==> src/hdl/iav_regs.svh <==
// Constants of the interrupt acknowledge and vectoring block.
// Assumes a single 8-bit register data path and seven request levels.
`ifndef IAV_REGS_SVH
`define IAV_REGS_SVH

// Acknowledge register select codes
`define IAV_SEL_SOFTWARE 3'h0
`define IAV_SEL_LEVEL7 3'h7

// Acknowledge register fields
`define IAV_ACK_RSVD_BIT 7
`define IAV_ACK_VEC_MSB 6
`define IAV_ACK_VEC_LSB 0

// Vector values
`define IAV_VEC_SPURIOUS 7'h18
`define IAV_VEC_NONE 7'h00
`define IAV_VEC_FORCE_L7 7'h38
`define IAV_VEC_SRC_BASE 7'h40

// Wake-up control fields and reset values
`define IAV_WCR_EN_BIT 7
`define IAV_WCR_MASK_MSB 2
`define IAV_WCR_MASK_LSB 0
`define IAV_WCR_MASK_MAX 3'h6
`define IAV_WCR_RESET 8'h00
`define IAV_FRC_RESET 7'h00

// Levels
`define IAV_LEVEL_NMI 3'h7
`define IAV_LEVEL_NONE 3'h0

`endif

==> src/hdl/iav_pkg.sv <==
// Types of the interrupt acknowledge and vectoring block.
// Assumes nothing beyond the constants header.
package iav_pkg;

  typedef logic [6:0] iav_vec_t;
  typedef logic [2:0] iav_level_t;

  typedef enum logic [0:0] {
    IAV_NMI_IDLE,
    IAV_NMI_PENDING
  } iav_nmi_state_t;

endpackage : iav_pkg

==> src/hdl/iav_interrupt_ack_vectoring.sv <==
// Interrupt acknowledge and vectoring: acknowledge reads, encoded level, NMI.
// Assumes all inputs synchronous to i_clk; 56 sources as 7 levels x 8 priorities.
// Summary of operation
// Eight read-only acknowledge registers, by register read or enabled acknowledge cycle.
// Level acknowledge returns vector of highest priority active request in level.
// No active request at that level returns spurious vector 24.
// Acknowledge served wholly here; peripheral is never touched.
// Handler must clear the request in the peripheral itself.
// Software acknowledge returns highest level, highest priority vector, else zero.
// Acknowledge data eight bits: bit 7 zero, bits 6-0 vector.
// Levels one to six maskable level-sensitive; level seven non-maskable edge.
// Drive 3-bit encoded level; NMI each time level becomes seven.
// NMI also when mask drops from seven while level stays seven.
// Reset enables default mappings and clears forced request bits.
// Wake-up control disabled after reset; software programs it before stop.
// From reset, requests evaluated every cycle into level and vectors.
// No interrupt sampling during a handler's first instruction.
// With auto-mask set, mask loads seven on each interrupt exception.
// Software should use only mask values zero and seven.
// Store-load status instruction saves current mask and loads new one.
// Wake-up asserted when enabled and request level exceeds wake mask.
// Acknowledge read answers next cycle with state of the read cycle.
// Acknowledge reads never change request state.
`include "iav_regs.svh"

module iav_interrupt_ack_vectoring
(
  input wire logic i_clk,
  input wire logic i_rstn,
  input wire logic [55:0] i_irq,
  input wire logic [6:0] i_frc_set,
  input wire logic [6:0] i_frc_clr,
  input wire logic i_wcr_wr,
  input wire logic [7:0] i_wcr_wdata,
  input wire logic i_ack_rd,
  input wire logic [2:0] i_ack_sel,
  input wire logic i_iack_cycle,
  input wire logic [2:0] i_iack_level,
  input wire logic i_ack_cycle_enable_bit,
  input wire logic i_auto_mask_on_exception_bit,
  input wire logic [2:0] i_processor_mask_field,
  input wire logic i_exception_entry,
  input wire logic i_handler_first_instr,
  input wire logic i_store_load_status_instr,
  output logic [7:0] o_ack_data,
  output logic o_ack_valid,
  output logic [2:0] o_irq_level,
  output logic o_nmi,
  output logic o_int_take,
  output logic o_mask_load_seven,
  output logic [2:0] o_saved_mask,
  output logic o_wakeup,
  output logic [7:0] o_wakeup_control_reg,
  output logic [6:0] o_forced_request_reg
);

  // Highest set priority within one level; priority 7 wins
  function automatic logic [2:0] iav_top_prio(input logic [7:0] req);
    logic [2:0] p;
    p = 3'h0;
    for (int i = 0; i < 8; i++)
    begin
      if (req[i])
      begin
        p = 3'(i);
      end
    end
    return p;
  endfunction : iav_top_prio

  logic [6:0] frc_q;
  logic [7:0] wcr_q;
  logic [2:0] level_q;
  logic [2:0] mask_q;
  logic [7:0] ack_data_q;
  logic ack_valid_q;
  logic nmi_q;
  logic take_q;
  logic load7_q;
  logic [2:0] saved_q;
  logic wake_q;
  iav_pkg::iav_nmi_state_t nmi_state_q;
  iav_pkg::iav_nmi_state_t nmi_state_d;

  logic [7:1] lvl_any;
  iav_pkg::iav_vec_t lvl_vec [7:1];
  iav_pkg::iav_level_t level_d;
  iav_pkg::iav_vec_t sw_vec;
  logic ack_go;
  logic [2:0] ack_sel;
  iav_pkg::iav_vec_t ack_vec;
  logic nmi_event;
  logic can_sample;
  logic take_d;

  // Per-level winner: forced request first, then highest priority source
  generate
    for (genvar l = 1; l <= 7; l++)
    begin : g_level
      logic [7:0] req;
      assign req = i_irq[(l - 1) * 8 +: 8];
      assign lvl_any[l] = (|req) | frc_q[l - 1];
      always_comb
      begin
        if (frc_q[l - 1])
        begin
          lvl_vec[l] = `IAV_VEC_FORCE_L7 + 7'(7 - l);
        end
        else
        begin
          lvl_vec[l] = `IAV_VEC_SRC_BASE + {1'b0, 3'(l - 1), iav_top_prio(req)};
        end
      end
    end
  endgenerate

  // Encoded request level and software acknowledge vector
  always_comb
  begin
    level_d = `IAV_LEVEL_NONE;
    sw_vec = `IAV_VEC_NONE;
    for (int l = 1; l <= 7; l++)
    begin
      if (lvl_any[l])
      begin
        level_d = 3'(l);
        sw_vec = lvl_vec[l];
      end
    end
  end

  // Register read and enabled acknowledge cycle take the same path
  always_comb
  begin
    ack_go = i_ack_rd | (i_iack_cycle & i_ack_cycle_enable_bit);
    ack_sel = (i_iack_cycle & i_ack_cycle_enable_bit) ? i_iack_level : i_ack_sel;
    if (ack_sel == `IAV_SEL_SOFTWARE)
    begin
      ack_vec = sw_vec;
    end
    else if (lvl_any[ack_sel])
    begin
      ack_vec = lvl_vec[ack_sel];
    end
    else
    begin
      ack_vec = `IAV_VEC_SPURIOUS;
    end
  end

  // Answer from internal state only; request state is not touched
  always_ff @(posedge i_clk or negedge i_rstn)
  begin
    if (!i_rstn)
    begin
      ack_data_q <= 8'h00;
      ack_valid_q <= 1'b0;
    end
    else
    begin
      ack_valid_q <= ack_go;
      if (ack_go)
      begin
        ack_data_q <= {1'b0, ack_vec};
      end
    end
  end

  // Forced request bits; set wins over clear
  always_ff @(posedge i_clk or negedge i_rstn)
  begin
    if (!i_rstn)
    begin
      frc_q <= `IAV_FRC_RESET;
    end
    else
    begin
      frc_q <= (frc_q & ~i_frc_clr) | i_frc_set;
    end
  end

  // Wake-up control register; mask held to 0..6
  always_ff @(posedge i_clk or negedge i_rstn)
  begin
    if (!i_rstn)
    begin
      wcr_q <= `IAV_WCR_RESET;
    end
    else if (i_wcr_wr)
    begin
      wcr_q[`IAV_WCR_EN_BIT] <= i_wcr_wdata[`IAV_WCR_EN_BIT];
      wcr_q[6:3] <= 4'h0;
      if (i_wcr_wdata[`IAV_WCR_MASK_MSB:`IAV_WCR_MASK_LSB] > `IAV_WCR_MASK_MAX)
      begin
        wcr_q[`IAV_WCR_MASK_MSB:`IAV_WCR_MASK_LSB] <= `IAV_WCR_MASK_MAX;
      end
      else
      begin
        wcr_q[`IAV_WCR_MASK_MSB:`IAV_WCR_MASK_LSB] <=
          i_wcr_wdata[`IAV_WCR_MASK_MSB:`IAV_WCR_MASK_LSB];
      end
    end
  end

  always_ff @(posedge i_clk or negedge i_rstn)
  begin
    if (!i_rstn)
    begin
      wake_q <= 1'b0;
    end
    else
    begin
      wake_q <= wcr_q[`IAV_WCR_EN_BIT] &
        (level_d > wcr_q[`IAV_WCR_MASK_MSB:`IAV_WCR_MASK_LSB]);
    end
  end

  // Previous encoded level and mask for edge detection
  always_ff @(posedge i_clk or negedge i_rstn)
  begin
    if (!i_rstn)
    begin
      level_q <= `IAV_LEVEL_NONE;
      mask_q <= `IAV_LEVEL_NMI;
    end
    else
    begin
      level_q <= level_d;
      mask_q <= i_processor_mask_field;
    end
  end

  // Level seven is taken on its rising edge or on a mask drop from seven; one to six follow the mask
  always_comb
  begin
    nmi_event = ((level_d == `IAV_LEVEL_NMI) && (level_q != `IAV_LEVEL_NMI))
      || ((level_d == `IAV_LEVEL_NMI) && (level_q == `IAV_LEVEL_NMI)
      && (mask_q == `IAV_LEVEL_NMI) && (i_processor_mask_field != `IAV_LEVEL_NMI));
    can_sample = !i_handler_first_instr;
    take_d = 1'b0;
    nmi_state_d = nmi_state_q;
    case (nmi_state_q)
      iav_pkg::IAV_NMI_IDLE:
      begin
        if (nmi_event)
        begin
          nmi_state_d = iav_pkg::IAV_NMI_PENDING;
        end
      end
      iav_pkg::IAV_NMI_PENDING:
      begin
        if (can_sample)
        begin
          take_d = 1'b1;
          if (!nmi_event)
          begin
            nmi_state_d = iav_pkg::IAV_NMI_IDLE;
          end
        end
      end
      default:
      begin
        nmi_state_d = iav_pkg::IAV_NMI_IDLE;
      end
    endcase
    if (can_sample && (level_d != `IAV_LEVEL_NMI) && (level_d > i_processor_mask_field))
    begin
      take_d = 1'b1;
    end
  end

  always_ff @(posedge i_clk or negedge i_rstn)
  begin
    if (!i_rstn)
    begin
      nmi_state_q <= iav_pkg::IAV_NMI_IDLE;
      nmi_q <= 1'b0;
      take_q <= 1'b0;
    end
    else
    begin
      nmi_state_q <= nmi_state_d;
      nmi_q <= nmi_event;
      take_q <= take_d;
    end
  end

  // Exception entry and store-load status side effects on the mask
  always_ff @(posedge i_clk or negedge i_rstn)
  begin
    if (!i_rstn)
    begin
      load7_q <= 1'b0;
      saved_q <= 3'h0;
    end
    else
    begin
      load7_q <= i_exception_entry & i_auto_mask_on_exception_bit;
      if (i_store_load_status_instr)
      begin
        saved_q <= i_processor_mask_field;
      end
    end
  end

  assign o_ack_data = ack_data_q;
  assign o_ack_valid = ack_valid_q;
  assign o_irq_level = level_q;
  assign o_nmi = nmi_q;
  assign o_int_take = take_q;
  assign o_mask_load_seven = load7_q;
  assign o_saved_mask = saved_q;
  assign o_wakeup = wake_q;
  assign o_wakeup_control_reg = wcr_q;
  assign o_forced_request_reg = frc_q;

endmodule : iav_interrupt_ack_vectoring

==> config.mk <==
export PLATFORM = sky130hd
export DESIGN_NAME = iav_interrupt_ack_vectoring
export DESIGN_NICKNAME = d
export VERILOG_FILES = /design/src/hdl/iav_pkg.sv /design/src/hdl/iav_interrupt_ack_vectoring.sv
export VERILOG_INCLUDE_DIRS = /design/src /design/src/hdl
export SDC_FILE = /design/constraint.sdc
export NUM_CORES = 1
export LEC_CHECK = 0
export ABC_AREA = 0
export BUFFER_PORTS_ARGS = -buffer_cell sky130_fd_sc_hd__buf_2
export CAP_MARGIN = 10
export CELL_PAD_IN_SITES_DETAIL_PLACEMENT = 1
export CELL_PAD_IN_SITES_GLOBAL_PLACEMENT = 1
export CORE_ASPECT_RATIO = 0.8
export CORE_UTILIZATION = 35
export DETAILED_ROUTE_END_ITERATION = 7
export GPL_TIMING_DRIVEN = 0
export PLACE_DENSITY_LB_ADDON = 0.2
export SYNTH_ARGS = -nofsm -noshare
export SYNTH_HDL_FRONTEND = slang
export SYNTH_SLANG_ARGS = --single-unit
==> constraint.sdc <==
create_clock -name i_clk -period 6.5 [get_ports i_clk]
set_input_delay 0 -clock i_clk [delete_from_list [all_inputs] [get_ports i_clk]]
set_output_delay 0 -clock i_clk [all_outputs]
set_load 0.005 [all_outputs]
---- Word level (Yosys, flattened, before mapping) ----
Index checks and enable logic that the tools add are counted.
cells by class
  add/sub/neg operators ................... 7
  multipliers ............................. 0
  divide/modulo/power cells ............... 0
  order comparisons ....................... 4
  equality and inequality tests ........... 6
  shifts and indexed selects .............. 0
  multiplexer cells ....................... 91
  bitwise gates (word level) .............. 15
  reduce and logical (&&, ||, !) cells .... 16
operator list
  cell                 number
  $mux 3               55
  $mux 7               17
  $reduce_or 8->1      7
  $add 7x6->7 const A  3
  $bmux 7 s3           1
  $add 7x5->7 const A  2
  $mux 1               14
  $eq 3x3->1 const B   3
  $ne 3x3->1 const B   3
  $or 1x1->1           8
  $add 7x3->7 const A  1
  $add 7x4->7 const A  1
  $and 7x7->7          1
  $not 7->7            1
  $or 7x7->7           1
  $gt 3x3->1           2
  $logic_and 1x1->1    6
  $lt 3x4->1 const B   1
  $mux 2               2
  $and 1x1->1          3
  $bmux 1 s3           1
  $gt 3x3->1 const B   1
  $logic_not 3->1      1
  $pmux 1 s2           1
  3 further kinds      3
word-level totals
  register bits after elaboration ......... 33
  latch bits .............................. 0
  bits in writable memories ............... 0
  ROM bits ................................ 0
  bits of input ports ..................... 97
  output and inout port bits .............. 34
  logic and storage cells ................. 151
  memories ................................ 0

---- Logic depth before layout (Yosys ltp) ----
  word-level depth ........................ 18
  depth in mapped cells ................... 14

---- Worst setup path before layout ----
OpenSTA, ideal clock, no wires.
  path type ............................... reg-to-reg
  start ................................... register frc_q[6] (netlist: o_forced_request_reg[6])
  end ..................................... register take_q (netlist: o_int_take)
  data arrival time ....................... 2.269 ns
  setup slack ............................. 4.113 ns
  stages on the path, launching flop included .. 12
  cells stage by stage .................... dfrtp_1 clkbuf_1 nor4_1 and3_1 clkbuf_1 o311ai_1 ha_1 a21o_1 a21oi_1 a31oi_1 a21oi_1 nor2_1
between the ends
  cells in the longest elaborated chain, start to end .. 6
ends and longest elaborated chain
  item                                                                line                                RTL
  start, declared                                                     iav_interrupt_ack_vectoring.sv:71   logic [6:0] frc_q;
  start signal, assigned                                              iav_interrupt_ack_vectoring.sv:174  frc_q <= `IAV_FRC_RESET;
  start signal, assigned                                              iav_interrupt_ack_vectoring.sv:178  frc_q <= (frc_q & ~i_frc_clr) | i_frc_set;
  $or 1x1->1 *                                                        iav_interrupt_ack_vectoring.sv:102  assign lvl_any[l] = (|req) | frc_q[l - 1];
  $mux 3 *                                                            iav_interrupt_ack_vectoring.sv:124  if (lvl_any[l])
  net level_d[1]                                                      iav_interrupt_ack_vectoring.sv:87   iav_pkg::iav_level_t level_d;
  parallel branches: the longest is 2 deep, another holds $gt 3x3->1  --
  $logic_and 1x1->1 *                                                 iav_interrupt_ack_vectoring.sv:266  if (can_sample && (level_d != `IAV_LEVEL_NMI) && (level_d > i_processor_mask_field))
  $mux 1 *                                                            iav_interrupt_ack_vectoring.sv:266
  net take_d                                                          iav_interrupt_ack_vectoring.sv:94   logic take_d;
  end signal, assigned                                                iav_interrupt_ack_vectoring.sv:284  take_q <= take_d;
  end, declared                                                       iav_interrupt_ack_vectoring.sv:78   logic take_q;
Mark *: on every way through the listed nets, which the timed path passes.
A chain may end at the register's enable or synchronous reset.

---- Worst setup path after layout ----
Ends and elaborated chain as after synthesis.

==> out/qor.yml <==
status:
  status: "finished clean"
critical_path:
  end_kind: "flip-flop"
  slowest_stage: "ha_1"
  path_cells: "clkbuf_1 -> nor4_1 -> and3_1 -> clkbuf_1 -> o311ai_1 -> ha_1 -> a21o_1 -> a21oi_1 -> a31oi_1 -> a21oi_1 -> nor2_1"
  crit_required_ns: 6.69
  crit_type: "flip-flop to flip-flop"
  path_delay_family: "compound AO/OA/AOI/OAI gates"
  max_stage_delay_ns: 0.40
  cp-start-kind: "flip-flop"
  worstPathMaxFanout: 9
  path_buf_inv: 2
  cp.arrival_ns: 3.23
logic_synthesis:
  yosys-top-cells-count: "dfrtp_1, nor2_1, a21oi_1"
  yosys.area.top_type: "dfrtp_1"
  avgSynthCellArea_um2: 8.04
  synth_ff_type: "dfrtp_1"
  yosysWarnings: 0
  yosysMostFrequentCell: "dfrtp_1"
  synthCells: 336
  synth-edff-count: 0
  ys_types: 64
  async_flop_share: 1.00
  synth_top_area_share: 0.278
  seq_area_frac_synth: 0.307
  netlist_area_um2: 2700
  synth_area_leaders: "dfrtp_1, a21oi_1, nor2_1"
  synth-seq-cells: 33
timing:
  fin_worst_skew_ns: 0.00600
  finalSetupTns_ns: 0
  setup_viol: 0
  period_needed_ns: 3.04
  fin_crit_sh: 0.468
  max_slew_margin: 0.322
  finalHoldViolCount: 0
  timing.fmax_mhz: 329
  layout_setup_ws_ns: 3.46
  worst_slew_pin_slew_ns: 1.02
  drv_slew: 0
  rsz0062_at_grt: "no"
cts:
  clockBufferDepth: 2
  cts_setup_buffers: 0
  htreeDepth: 2
  tritoncts: "done"
  hold_buffers: 29
  cts_resized: 0
  root_buffer: "clkbuf_8"
  path_clk_slew_ns: 0.08
  clk_latency_ns: 0.30
  cts-buffers-inserted: 5
  cts.sinks: 33
cells_and_area:
  diodes: 0
  fin_nets: 600
  syn2layout_area_growth_pct: 42.8
  drive_above_1_share: 0.303
  fin_util: 0.520
global_route:
  grt_pass1_vias: 3427
  grt_start_max_net_pins: 34
  antenna_found_initial: 0
  grt_pass1_wl_mm: 17.3
  grt-ovfl-total: 0
  grt.total_usage: 0.278
drt:
  num_vias: 3394
  routed_via_density: 5.63
  drtIter0Drc: 212
  wl_per_cell_um: 18.2
  drt-pass1-iter-count: 5
  drc_errors: 0
  routed_wirelength_mm: 11.0
  antenna_left: 0
placed_design:
  routabilityCongestion: 0.887
  io_buffers: 121
  place_ws_ns: 3.52
  post-dp-hpwl_mm: 8.29
floorplan:
  ios: 131
  start_util: 0.364
  die-area_um2: 8080
  rows: 28
  die_h_um: 80.6
  die_w_um: 100
  core_um2: 7430
power:
  p_leak_uw: 0.00177
  ir_worst_vdd_mv: 0.120
  cellPowerDensity_nw_per_um2: 164
  power.total_uw: 634
job:
  cap_violations: 0
min_path:
  hold_path_class: "input port to flip-flop"
[through the flow]
stage	cells	hold WS [ns]	instance area, um2
after floorplan	340	-0.296	2720
after CTS	603	0.0332	3860
after detailed placement	566	0.124	3450
after global placement	566	0.113	3450
final	603	0.0395	3860
after global routing	603	0.0723	3860
[layer usage]
metal,part of all wire,vias to the layer above,global-route usage
li1,-,1598,-
met1,0.44,1648,0.354
met2,0.48,133,0.491
met3,0.064,15,0.0461
met4,0.014,0,0.0638
met5,0,-,0
[cell type report]
type / count / area, um2
inverters: 25 / 93.8
fillers: 972 / 3570
well taps: 105 / 131
multi-input cells: 264 / 1710
clock buffers: 5 / 68.8
flip-flops and latches: 33 / 830
plain buffers: 18 / 87.6
clock inverters: 3 / 46.3
repair buffers: 150 / 896
[path summary, 6_finish.rpt]
path                                               from                 endpoint  slack [ns]  depth (start not counted)
worst max-delay path            o_forced_request_reg[6]               o_int_take        3.46                         11
worst min-delay path                           i_ack_rd              o_ack_valid        0.04                          3
worst max register to register  o_forced_request_reg[6]               o_int_take        3.46                         11
worst min register to register              nmi_state_q              nmi_state_q        0.51                          1
max in group asynchronous                        i_rstn  o_wakeup_control_reg[1]        5.68                          2
min in group asynchronous                        i_rstn  o_forced_request_reg[6]        0.32                          2
[logic make-up after synthesis]
kind of cell               synth area share
other                               0.00139
buffers and inverters                0.0671
and+or+nand+nor                       0.226
AOI/OAI and AO/OA                     0.323
muxes                                0.0472
adders and majority gates            0.0278
DFF                                   0.307
[tightest hold or removal path, stage by stage]
cell and delay [ns]:
buf_2 0.07, a21oi_1 0.05, inv_2 0.15
[cells in the final DEF, fill, tap and decap left out, types with 6 or more instances in the layout]
cell / count
a211oi_1: 9
a21o_1: 11
a21oi_1: 24
and3_1: 6
buf_2: 122
clkbuf_1: 12
dfrtp_1: 30
dlygate4sd3_1: 29
ha_1: 6
inv_1: 23
mux2i_1: 6
nand2_1: 21
nand3_1: 12
nor2_1: 29
nor3_1: 11
nor4_1: 9
o211ai_1: 6
o21ai_0: 15
o21bai_1: 7
o22ai_1: 6
[power breakdown]
part	internal (uW)	total [uW]	switching, uW
Sequential	224	236	11.4
Combinational	88.4	193	104
Clock	115	206	90.7
(Power assumes the default switching activity.)
